### config.mk
export PLATFORM = sky130hd
export DESIGN_NAME = asp_ports
export DESIGN_NICKNAME = d
export VERILOG_FILES = /design/src/include/asp_pkg.sv /design/src/include/asp_port_if.sv /design/src/hdl/asp_ports.sv /design/src/hdl/asp_port_slice.sv /design/src/hdl/asp_sync.sv
export VERILOG_INCLUDE_DIRS = /design/src /design/src/include
export SDC_FILE = /design/constraint.sdc
export NUM_CORES = 1
export LEC_CHECK = 0
export BUFFER_PORTS_ARGS = -buffer_cell sky130_fd_sc_hd__buf_2
export CAP_MARGIN = 20
export CORE_ASPECT_RATIO = 1.25
export CORE_MARGIN = 4
export CORE_UTILIZATION = 52
export CTS_CLUSTER_DIAMETER = 200
export CTS_CLUSTER_SIZE = 28
export DETAILED_ROUTE_END_ITERATION = 10
export GPL_TIMING_DRIVEN = 0
export HOLD_SLACK_MARGIN = 0.05
export PLACE_DENSITY = 0.77
export SYNTH_ARGS = -nofsm -noshare
export SYNTH_HDL_FRONTEND = slang
export SYNTH_SLANG_ARGS = --single-unit
export TNS_END_PERCENT = 10
### constraint.sdc
create_clock -name mclk -period 4.9 [get_ports mclk]
set_clock_uncertainty 0.05 [all_clocks]
set_input_delay 0.49 -clock mclk [delete_from_list [all_inputs] [get_ports mclk]]
set_output_delay 0.49 -clock mclk [all_outputs]
set_load 0.02 [all_outputs]
### src/include/asp_params.svh
// Address map, reset values, mode codes and field sizes for the address-shared pin ports.
`ifndef ASP_PARAMS_SVH
`define ASP_PARAMS_SVH
`define ASP_ADDR_W 16
`define ASP_PORT_W 8
`define ASP_LOW_DIR_ADDR 16'hFFC0
`define ASP_LOW_DATA_ADDR 16'hFFC2
`define ASP_HIGH_DIR_ADDR 16'hFFC1
`define ASP_HIGH_DATA_ADDR 16'hFFC3
`define ASP_DIR_RESET 8'h00
`define ASP_DATA_RESET 8'h00
`define ASP_ALL_ONES 8'hFF
`define ASP_ALL_ZERO 8'h00
`define ASP_MODE_W 3
`define ASP_MODE_4 3'h4
`define ASP_MODE_7 3'h7
`define ASP_MODE_1 3'h1
`define ASP_MODE_0 3'h0
`define ASP_BUS_ADDR_W 24
`define ASP_LOW_BYTE_LSB 0
`define ASP_HIGH_BYTE_LSB 8
`endif

### src/include/asp_pkg.sv
// Types shared by the address-shared pin port design.
package asp_pkg;
  // Pin function class chosen by the operating mode.
  typedef enum logic [1:0] {
    ASP_FN_ADDR_ONLY,
    ASP_FN_ADDR_OR_IN,
    ASP_FN_GPIO
  } asp_fn_t;
  // Byte wide port value.
  typedef logic [7:0] asp_byte_t;
endpackage

### src/include/asp_port_if.sv
// Carrier between the top level and each port slice.
`timescale 1ns/1ps
interface asp_port_if;
  import asp_pkg::*;
  // Decoded function class of the current mode.
  asp_fn_t fn;
  // Write strobes for the direction and data registers.
  logic dir_we;
  logic data_we;
  // Write data from the bus.
  asp_byte_t wdata;
  // Hardware standby indication.
  logic hw_standby;
  // Bus controller address byte for this port.
  asp_byte_t addr_byte;
  // Synchronised pin levels.
  asp_byte_t pin_sync;
  // Results from the slice.
  asp_byte_t dir_read;
  asp_byte_t data_read;
  asp_byte_t pin_out;
  asp_byte_t pin_oe;
  modport top (output fn, dir_we, data_we, wdata, hw_standby, addr_byte, pin_sync,
               input dir_read, data_read, pin_out, pin_oe);
  modport slice (input fn, dir_we, data_we, wdata, hw_standby, addr_byte, pin_sync,
                 output dir_read, data_read, pin_out, pin_oe);
endinterface

### src/hdl/asp_ports.sv
// Top level of the two address-shared pin ports with their register port.
//
// Decided for this implementation: the plain strobed port.
`timescale 1ns/1ps
`include "asp_params.svh"
// Contract
// Low port has writable 8-bit direction register.
// Modes 1-4: low direction forced ones, address.
// Modes 5-6: direction picks address out or input.
// Mode 7: low port is general I/O.
// Modes 5-7: direction register reads all ones.
// Direction cleared by reset, hardware standby.
// Software standby keeps driving enabled outputs.
// Data read: pin when input, latch otherwise.
// Data latch cleared by reset, hardware standby.
// Registers decoded on low sixteen address bits.
// Modes 1-4: high port drives A15..A8.
// Modes 5-6: high direction picks address or input.
// Mode 7: high port pure general I/O.
// DRAM area 3: A9, A8 carry row/column.
// Modes 1-4: low port drives A7..A0.
// Address pins drive bus controller address.
module asp_ports
  import asp_pkg::*;
(
  input wire logic mclk,
  input wire logic rst_n,
  input wire logic [2:0] mode_sel,
  input wire logic hw_standby,
  input wire logic sw_standby,
  input wire logic [15:0] reg_addr,
  input wire logic [7:0] reg_wdata,
  input wire logic reg_wr,
  input wire logic reg_rd,
  output logic [7:0] reg_rdata,
  input wire logic [23:0] bus_addr,
  input wire logic [7:0] low_pin_in,
  input wire logic [7:0] high_pin_in,
  output logic [7:0] low_pin_out,
  output logic [7:0] low_pin_oe,
  output logic [7:0] high_pin_out,
  output logic [7:0] high_pin_oe
);
  // Reset release stages.
  logic rst_meta_reg;
  logic rst_sync_reg;
  // Registered mode and standby levels.
  logic [2:0] mode_meta_reg;
  logic [2:0] mode_reg;
  logic hws_meta_reg;
  logic hws_reg;
  logic sws_meta_reg;
  logic sws_reg;
  // Synchronised pin levels.
  asp_byte_t low_pin_sync;
  asp_byte_t high_pin_sync;
  // Decoded function class.
  asp_fn_t fn;
  // Register decode strobes.
  wire hit_low_dir = reg_addr == `ASP_LOW_DIR_ADDR;
  wire hit_low_data = reg_addr == `ASP_LOW_DATA_ADDR;
  wire hit_high_dir = reg_addr == `ASP_HIGH_DIR_ADDR;
  wire hit_high_data = reg_addr == `ASP_HIGH_DATA_ADDR;
  // Next value of the read data register.
  asp_byte_t reg_rdata_next;
  // Next pin drive values, frozen during software standby.
  asp_byte_t low_out_next;
  asp_byte_t high_out_next;

  asp_port_if low_if();
  asp_port_if high_if();

  // Reset is asserted at once and released through two flip-flops.
  always_ff @(posedge mclk or negedge rst_n) begin
    if (!rst_n) begin
      rst_meta_reg <= 1'b0;
      rst_sync_reg <= 1'b0;
    end else begin
      rst_meta_reg <= 1'b1;
      rst_sync_reg <= rst_meta_reg;
    end
  end

  // Mode and standby pins come from outside and pass two stages.
  always_ff @(posedge mclk or negedge rst_sync_reg) begin
    if (!rst_sync_reg) begin
      mode_meta_reg <= `ASP_MODE_7;
      mode_reg <= `ASP_MODE_7;
      hws_meta_reg <= 1'b0;
      hws_reg <= 1'b0;
      sws_meta_reg <= 1'b0;
      sws_reg <= 1'b0;
    end else begin
      mode_meta_reg <= mode_sel;
      mode_reg <= mode_meta_reg;
      hws_meta_reg <= hw_standby;
      hws_reg <= hws_meta_reg;
      sws_meta_reg <= sw_standby;
      sws_reg <= sws_meta_reg;
    end
  end

  asp_sync #(.WIDTH(`ASP_PORT_W)) u_low_sync (
    .mclk(mclk),
    .rst_sync_n(rst_sync_reg),
    .async_in(low_pin_in),
    .sync_out(low_pin_sync)
  );

  asp_sync #(.WIDTH(`ASP_PORT_W)) u_high_sync (
    .mclk(mclk),
    .rst_sync_n(rst_sync_reg),
    .async_in(high_pin_in),
    .sync_out(high_pin_sync)
  );

  // Mode 1..4 address only, 5..6 address or input, 7 general I/O; 0 treated as 7.
  assign fn = (mode_reg >= `ASP_MODE_1 && mode_reg <= `ASP_MODE_4) ? ASP_FN_ADDR_ONLY :
              (mode_reg == `ASP_MODE_7 || mode_reg == `ASP_MODE_0) ? ASP_FN_GPIO :
              ASP_FN_ADDR_OR_IN;

  // Low port wiring; address bits 7..0 come from the bus controller.
  assign low_if.fn = fn;
  assign low_if.dir_we = reg_wr && hit_low_dir;
  assign low_if.data_we = reg_wr && hit_low_data;
  assign low_if.wdata = reg_wdata;
  assign low_if.hw_standby = hws_reg;
  assign low_if.addr_byte = bus_addr[`ASP_LOW_BYTE_LSB +: 8];
  assign low_if.pin_sync = low_pin_sync;

  // High port wiring; bits 9 and 8 carry the DRAM row or column as supplied.
  assign high_if.fn = fn;
  assign high_if.dir_we = reg_wr && hit_high_dir;
  assign high_if.data_we = reg_wr && hit_high_data;
  assign high_if.wdata = reg_wdata;
  assign high_if.hw_standby = hws_reg;
  assign high_if.addr_byte = bus_addr[`ASP_HIGH_BYTE_LSB +: 8];
  assign high_if.pin_sync = high_pin_sync;

  asp_port_slice u_low (
    .mclk(mclk),
    .rst_sync_n(rst_sync_reg),
    .pif(low_if)
  );

  asp_port_slice u_high (
    .mclk(mclk),
    .rst_sync_n(rst_sync_reg),
    .pif(high_if)
  );

  // Read mux; direction registers always read ones, unmapped reads zero.
  assign reg_rdata_next = !reg_rd ? `ASP_ALL_ZERO :
                          hit_low_dir ? low_if.dir_read :
                          hit_low_data ? low_if.data_read :
                          hit_high_dir ? high_if.dir_read :
                          hit_high_data ? high_if.data_read :
                          `ASP_ALL_ZERO;

  // Software standby freezes the driven values of enabled outputs.
  assign low_out_next = sws_reg ? low_pin_out : low_if.pin_out;
  assign high_out_next = sws_reg ? high_pin_out : high_if.pin_out;

  // Read data register, valid only in the cycle after the read strobe.
  always_ff @(posedge mclk or negedge rst_sync_reg) begin
    if (!rst_sync_reg) begin
      reg_rdata <= `ASP_ALL_ZERO;
    end else begin
      reg_rdata <= reg_rdata_next;
    end
  end

  // Pin drive registers.
  always_ff @(posedge mclk or negedge rst_sync_reg) begin
    if (!rst_sync_reg) begin
      low_pin_out <= `ASP_ALL_ZERO;
      low_pin_oe <= `ASP_ALL_ZERO;
      high_pin_out <= `ASP_ALL_ZERO;
      high_pin_oe <= `ASP_ALL_ZERO;
    end else begin
      low_pin_out <= low_out_next;
      low_pin_oe <= low_if.pin_oe;
      high_pin_out <= high_out_next;
      high_pin_oe <= high_if.pin_oe;
    end
  end
endmodule

### src/hdl/asp_port_slice.sv
// One 8-bit port: direction and data registers, read-back and pin drive.
`timescale 1ns/1ps
`include "asp_params.svh"
module asp_port_slice
  import asp_pkg::*;
(
  input wire logic mclk,
  input wire logic rst_sync_n,
  asp_port_if.slice pif
);
  // Software-written direction register.
  asp_byte_t dir_reg;
  // Software-written output latch.
  asp_byte_t data_reg;
  // Direction seen by the pins: forced to outputs in address-only modes.
  asp_byte_t dir_eff;
  // Value presented to each output pin.
  asp_byte_t drive_val;

  assign dir_eff = (pif.fn == ASP_FN_ADDR_ONLY) ? `ASP_ALL_ONES : dir_reg;
  // Address function pins carry the bus controller byte, gpio pins carry the latch.
  assign drive_val = (pif.fn == ASP_FN_GPIO) ? data_reg : pif.addr_byte;
  // Direction register never reads back; all ones are returned.
  assign pif.dir_read = `ASP_ALL_ONES;
  // Input bits read the pin, output bits read the latch.
  assign pif.data_read = (dir_eff & data_reg) | (~dir_eff & pif.pin_sync);
  assign pif.pin_out = drive_val;
  assign pif.pin_oe = dir_eff;

  // Direction register: cleared by reset and hardware standby, written only outside address-only modes, held otherwise.
  always_ff @(posedge mclk or negedge rst_sync_n) begin
    if (!rst_sync_n) begin
      dir_reg <= `ASP_DIR_RESET;
    end else if (pif.hw_standby) begin
      dir_reg <= `ASP_DIR_RESET;
    end else if (pif.dir_we && pif.fn != ASP_FN_ADDR_ONLY) begin
      dir_reg <= pif.wdata;
    end
  end

  // Output latch: cleared by reset and hardware standby, kept in software standby.
  always_ff @(posedge mclk or negedge rst_sync_n) begin
    if (!rst_sync_n) begin
      data_reg <= `ASP_DATA_RESET;
    end else if (pif.hw_standby) begin
      data_reg <= `ASP_DATA_RESET;
    end else if (pif.data_we) begin
      data_reg <= pif.wdata;
    end
  end
endmodule

### src/hdl/asp_sync.sv
// Two flip-flop synchroniser for a vector of pin levels.
`timescale 1ns/1ps
module asp_sync #(
  parameter int WIDTH = 8
) (
  input wire logic mclk,
  input wire logic rst_sync_n,
  input wire logic [WIDTH-1:0] async_in,
  output logic [WIDTH-1:0] sync_out
);
  // First stage, read only by the second stage.
  logic [WIDTH-1:0] meta_reg;

  // Two stage capture of the asynchronous levels.
  always_ff @(posedge mclk or negedge rst_sync_n) begin
    if (!rst_sync_n) begin
      meta_reg <= '0;
      sync_out <= '0;
    end else begin
      meta_reg <= async_in;
      sync_out <= meta_reg;
    end
  end
endmodule

==> out/metrics.csv <==
stage;metric;value;unit
power_and_ir_drop;cellInternalPower;2.02;mW
layout;nets;550;
power_and_ir_drop;p_sw_share;21.2;%
timing;drv_slew;0;
synthesis;syn_inst;331;
place;place_area;0.00515;mm2
power_and_ir_drop;p_sw;541;uW
detailed_routing;ant_nets;0;
detailed_routing;drt_first_pass_iters;4;
critical_path;crit_slowest_cell;o21ai_1;
synthesis;synth_area_per_cell;13.5;um2
floorplanning;fp.dieH;112;um
global_routing;grt_overflow;0;
clock_tree;clkLatencyLatePin;0.51;ns
job;cap_violations;0;
power_and_ir_drop;seqPwrFrac;40.3;%
power_and_ir_drop;total_power;2.56;mW
outcome;run_status;completed;
floorplanning;rows;37;
timing;fmax;457;MHz
clock_tree;cts_tree;yes;
critical_path;path_cells;o21ai_1 > clkbuf_1 > a21oi_1 > mux2i_1 > a221oi_2;
synthesis;synth_mux_area_share;14.3;%
synthesis;syn-num-nets;404;
layout;postLayoutCellArea;0.00602;mm2
power_and_ir_drop;powerDensity;425;mW/mm2
critical_path;reg2regPathDepth;5;
timing;min_period_over_period;44.7;%
critical_path;cp_top_family;compound AO/OA/AOI/OAI gates;
timing;hold_violations;0;
synthesis;yosysWarnings;0;
power_and_ir_drop;combPwrFrac;7.7;%
critical_path;start_kind;flip-flop;
detailed_routing;drt_wl_total;9930;um
floorplanning;die_w;91.1;um
power_and_ir_drop;total_leakage_power;3.07;nW
critical_path;rrSetupSlack;2.71;ns
hold_path;hp-start;bus_addr[1];
critical_path;rr_endpoint;reg_rdata[5]$_DFF_PN0_;
synthesis;synth_xor_area_share;0;%
synthesis;synth_compound_area_share;6.45;%
global_routing;grt_pass1_vias;3368;
power_and_ir_drop;ir_drop;345;uV
place;numPortBuffers;104;
clock_tree;clockRootBuffer;clkbuf_8;
hold_path;hp-class;in -> reg;
layout;layout-drive-gt1-share;33.1;%
hold_path;holdPathEnd;low_pin_out[1]$_DFFE_PN0N_;
floorplanning;initial_core_util;53.8;%
clock_tree;path_clk_slew;0.05;ns
hold_path;worstHoldPathCells;3;
floorplanning;die-area;0.0102;mm2
clock_tree;cts_buffer_depth;2;
synthesis;synth_top_family_by_area;multiplexers;
critical_path;cp.required;5.26;ns
floorplanning;ios;113;
detailed_routing;drt_iter0_markers;162;
power_and_ir_drop;p_clk_share;52.1;%
timing;setup_tns;0;ns
critical_path;cp_max_fo;10;
detailed_routing;vias;3050;
global_routing;grt_pass1_wl;16600;um
timing;period_needed;2.19;ns
detailed_routing;wl_per_cell;16.9;um
timing;whs;0.221;ns
critical_path;r2r-start;mode_reg[1]$_DFF_PN1_;
layout;final_cell_mix;109 x dfrtp_1, 105 x buf_2, 64 x mux2i_1;
synthesis;ys_ff_latch;116;
timing;max_slew_margin;41.2;%
global_routing;antenna_found_initial;0;
layout;diodes;0;
synthesis;async_reset_ff_share;100;%
clock_tree;post_cts.repair.setup_buffers;0;
clock_tree;htree_levels;4;
clock_tree;cts_sinks;116;
place;dp_hpwl;6560;um
timing;tightest_slew;0.882;ns
global_routing;grt_use_total;21.2;%
place;gp_congestion;0.779;
synthesis;synthSimpleGateAreaFrac;11.1;%
clock_tree;holdBufCountCts;22;
synthesis;synth_cell_types;31;
floorplanning;core;0.00833;mm2
detailed_routing;drc;0;
global_routing;grt_max_degree;72;
critical_path;critPathKind;reg -> reg;
synthesis;synth_edf_count;0;
synthesis;yosysSeqAreaShare;64.9;%
clock_tree;numCtsBuffers;17;
timing;rsz0062_at_grt;no;
layout;layout_commonest_cell;dfrtp_1;
critical_path;cpPeakStageDelay;0.53;ns
critical_path;critPathArrivalTime;2.55;ns
critical_path;critPathCaptureType;flip-flop;
synthesis;syn_area;0.00448;mm2
critical_path;crit_buf_inv;1;
timing;finalSetupViolCount;0;
synthesis;synth_ff_type;dfrtp_1;
layout;area_delta_synth_final;34.2;%
detailed_routing;vias_per_cell;5.20;
clock_tree;cts_resized;0;
synthesis;synthAdderAreaFrac;0;%
-- power groups by stage --
stage | sequential, mW | clock (mW) | combinational [mW]
finish | 1.03 | 1.33 | 0.197
floorplan | 1.08 | 0 | 0.0696
detailed placement | 1.05 | 0 | 0.182
CTS | 1.03 | 1.34 | 0.198
global route | 1.04 | 1.40 | 0.215
global placement | 1.05 | 0 | 0.170
-- synthesized netlist by cell type (2+ instances only) --
master	instances	area, um2
nand2_1	20	75.1
dfstp_2	6	158
buf_6	3	33.8
clkbuf_1	10	37.5
nand2b_1	40	250
a221oi_2	8	120
inv_1	16	60.1
or3_1	2	12.5
dfrtp_1	110	2750
nor2b_1	2	12.5
nand4_2	2	25.0
mux2i_1	64	641
a21oi_1	15	75.1
o21ai_0	16	80.1
-- area by class of cell --
class,instances,area [um2]
sequential,116,2910
tap,97,121
timing repair buffer,127,761
clock inverter,9,173
buffer,15,83.8
clock buffer,23,477
multi-input combinational,184,1430
fill,556,2310
inverter,16,60.1
-- stage by stage --
step / utilization, % / worst slack, ns / instances
floorplan: - / 1.39 / 331
global placement: 61.5 / 0.383 / 532
detailed placement: 61.8 / 2.68 / 533
CTS: 72.2 / 2.74 / 587
global route: 72.2 / 2.53 / 587
finish: 72.2 / 2.71 / 587
-- routing by layer --
metal  vias up  global-route usage, %  wire length [um]
met4         0                   7.34               190
li1       1420                      -                 -
met3        20                   6.35               510
met1      1505                   26.0              4080
met2       105                   35.6              5150
met5         -                      0                 0
-- worst min-delay path, stage by stage --
cell and delay (ns):
buf_2 0.08, mux2i_1 0.05, o21ai_0 0.13
-- kinds of logic (layout without fill, tap and decap cells) --
group                  Yosys count  count (layout)
DFF                            116             116
AOI/OAI and AO/OA               41              41
other                            1               1
buffers and inverters           31             190
and+or+nand+nor                 78              78
muxes                           64              64
-- how the worst max path moves through the flow --
stage                                start                              to  slack, ns  cells past startpoint
floorplan           rst_sync_reg$_DFF_PN0_    high_if.hw_standby$_DFF_PN0_       1.39                      0
CTS                  mode_reg[1]$_DFF_PN1_          reg_rdata[3]$_DFF_PN0_       2.74                      5
detailed placement             reg_addr[0]  u_high.data_reg[0]$_DFFE_PN0P_       2.68                      5
global placement    rst_sync_reg$_DFF_PN0_        high_pin_oe[5]$_DFF_PN0_       0.38                      0
finish               mode_reg[1]$_DFF_PN1_          reg_rdata[5]$_DFF_PN0_       2.71                      5
global route         mode_reg[1]$_DFF_PN1_          reg_rdata[3]$_DFF_PN0_       2.53                      5
No activity file was read; power rests on OpenSTA's default activity.
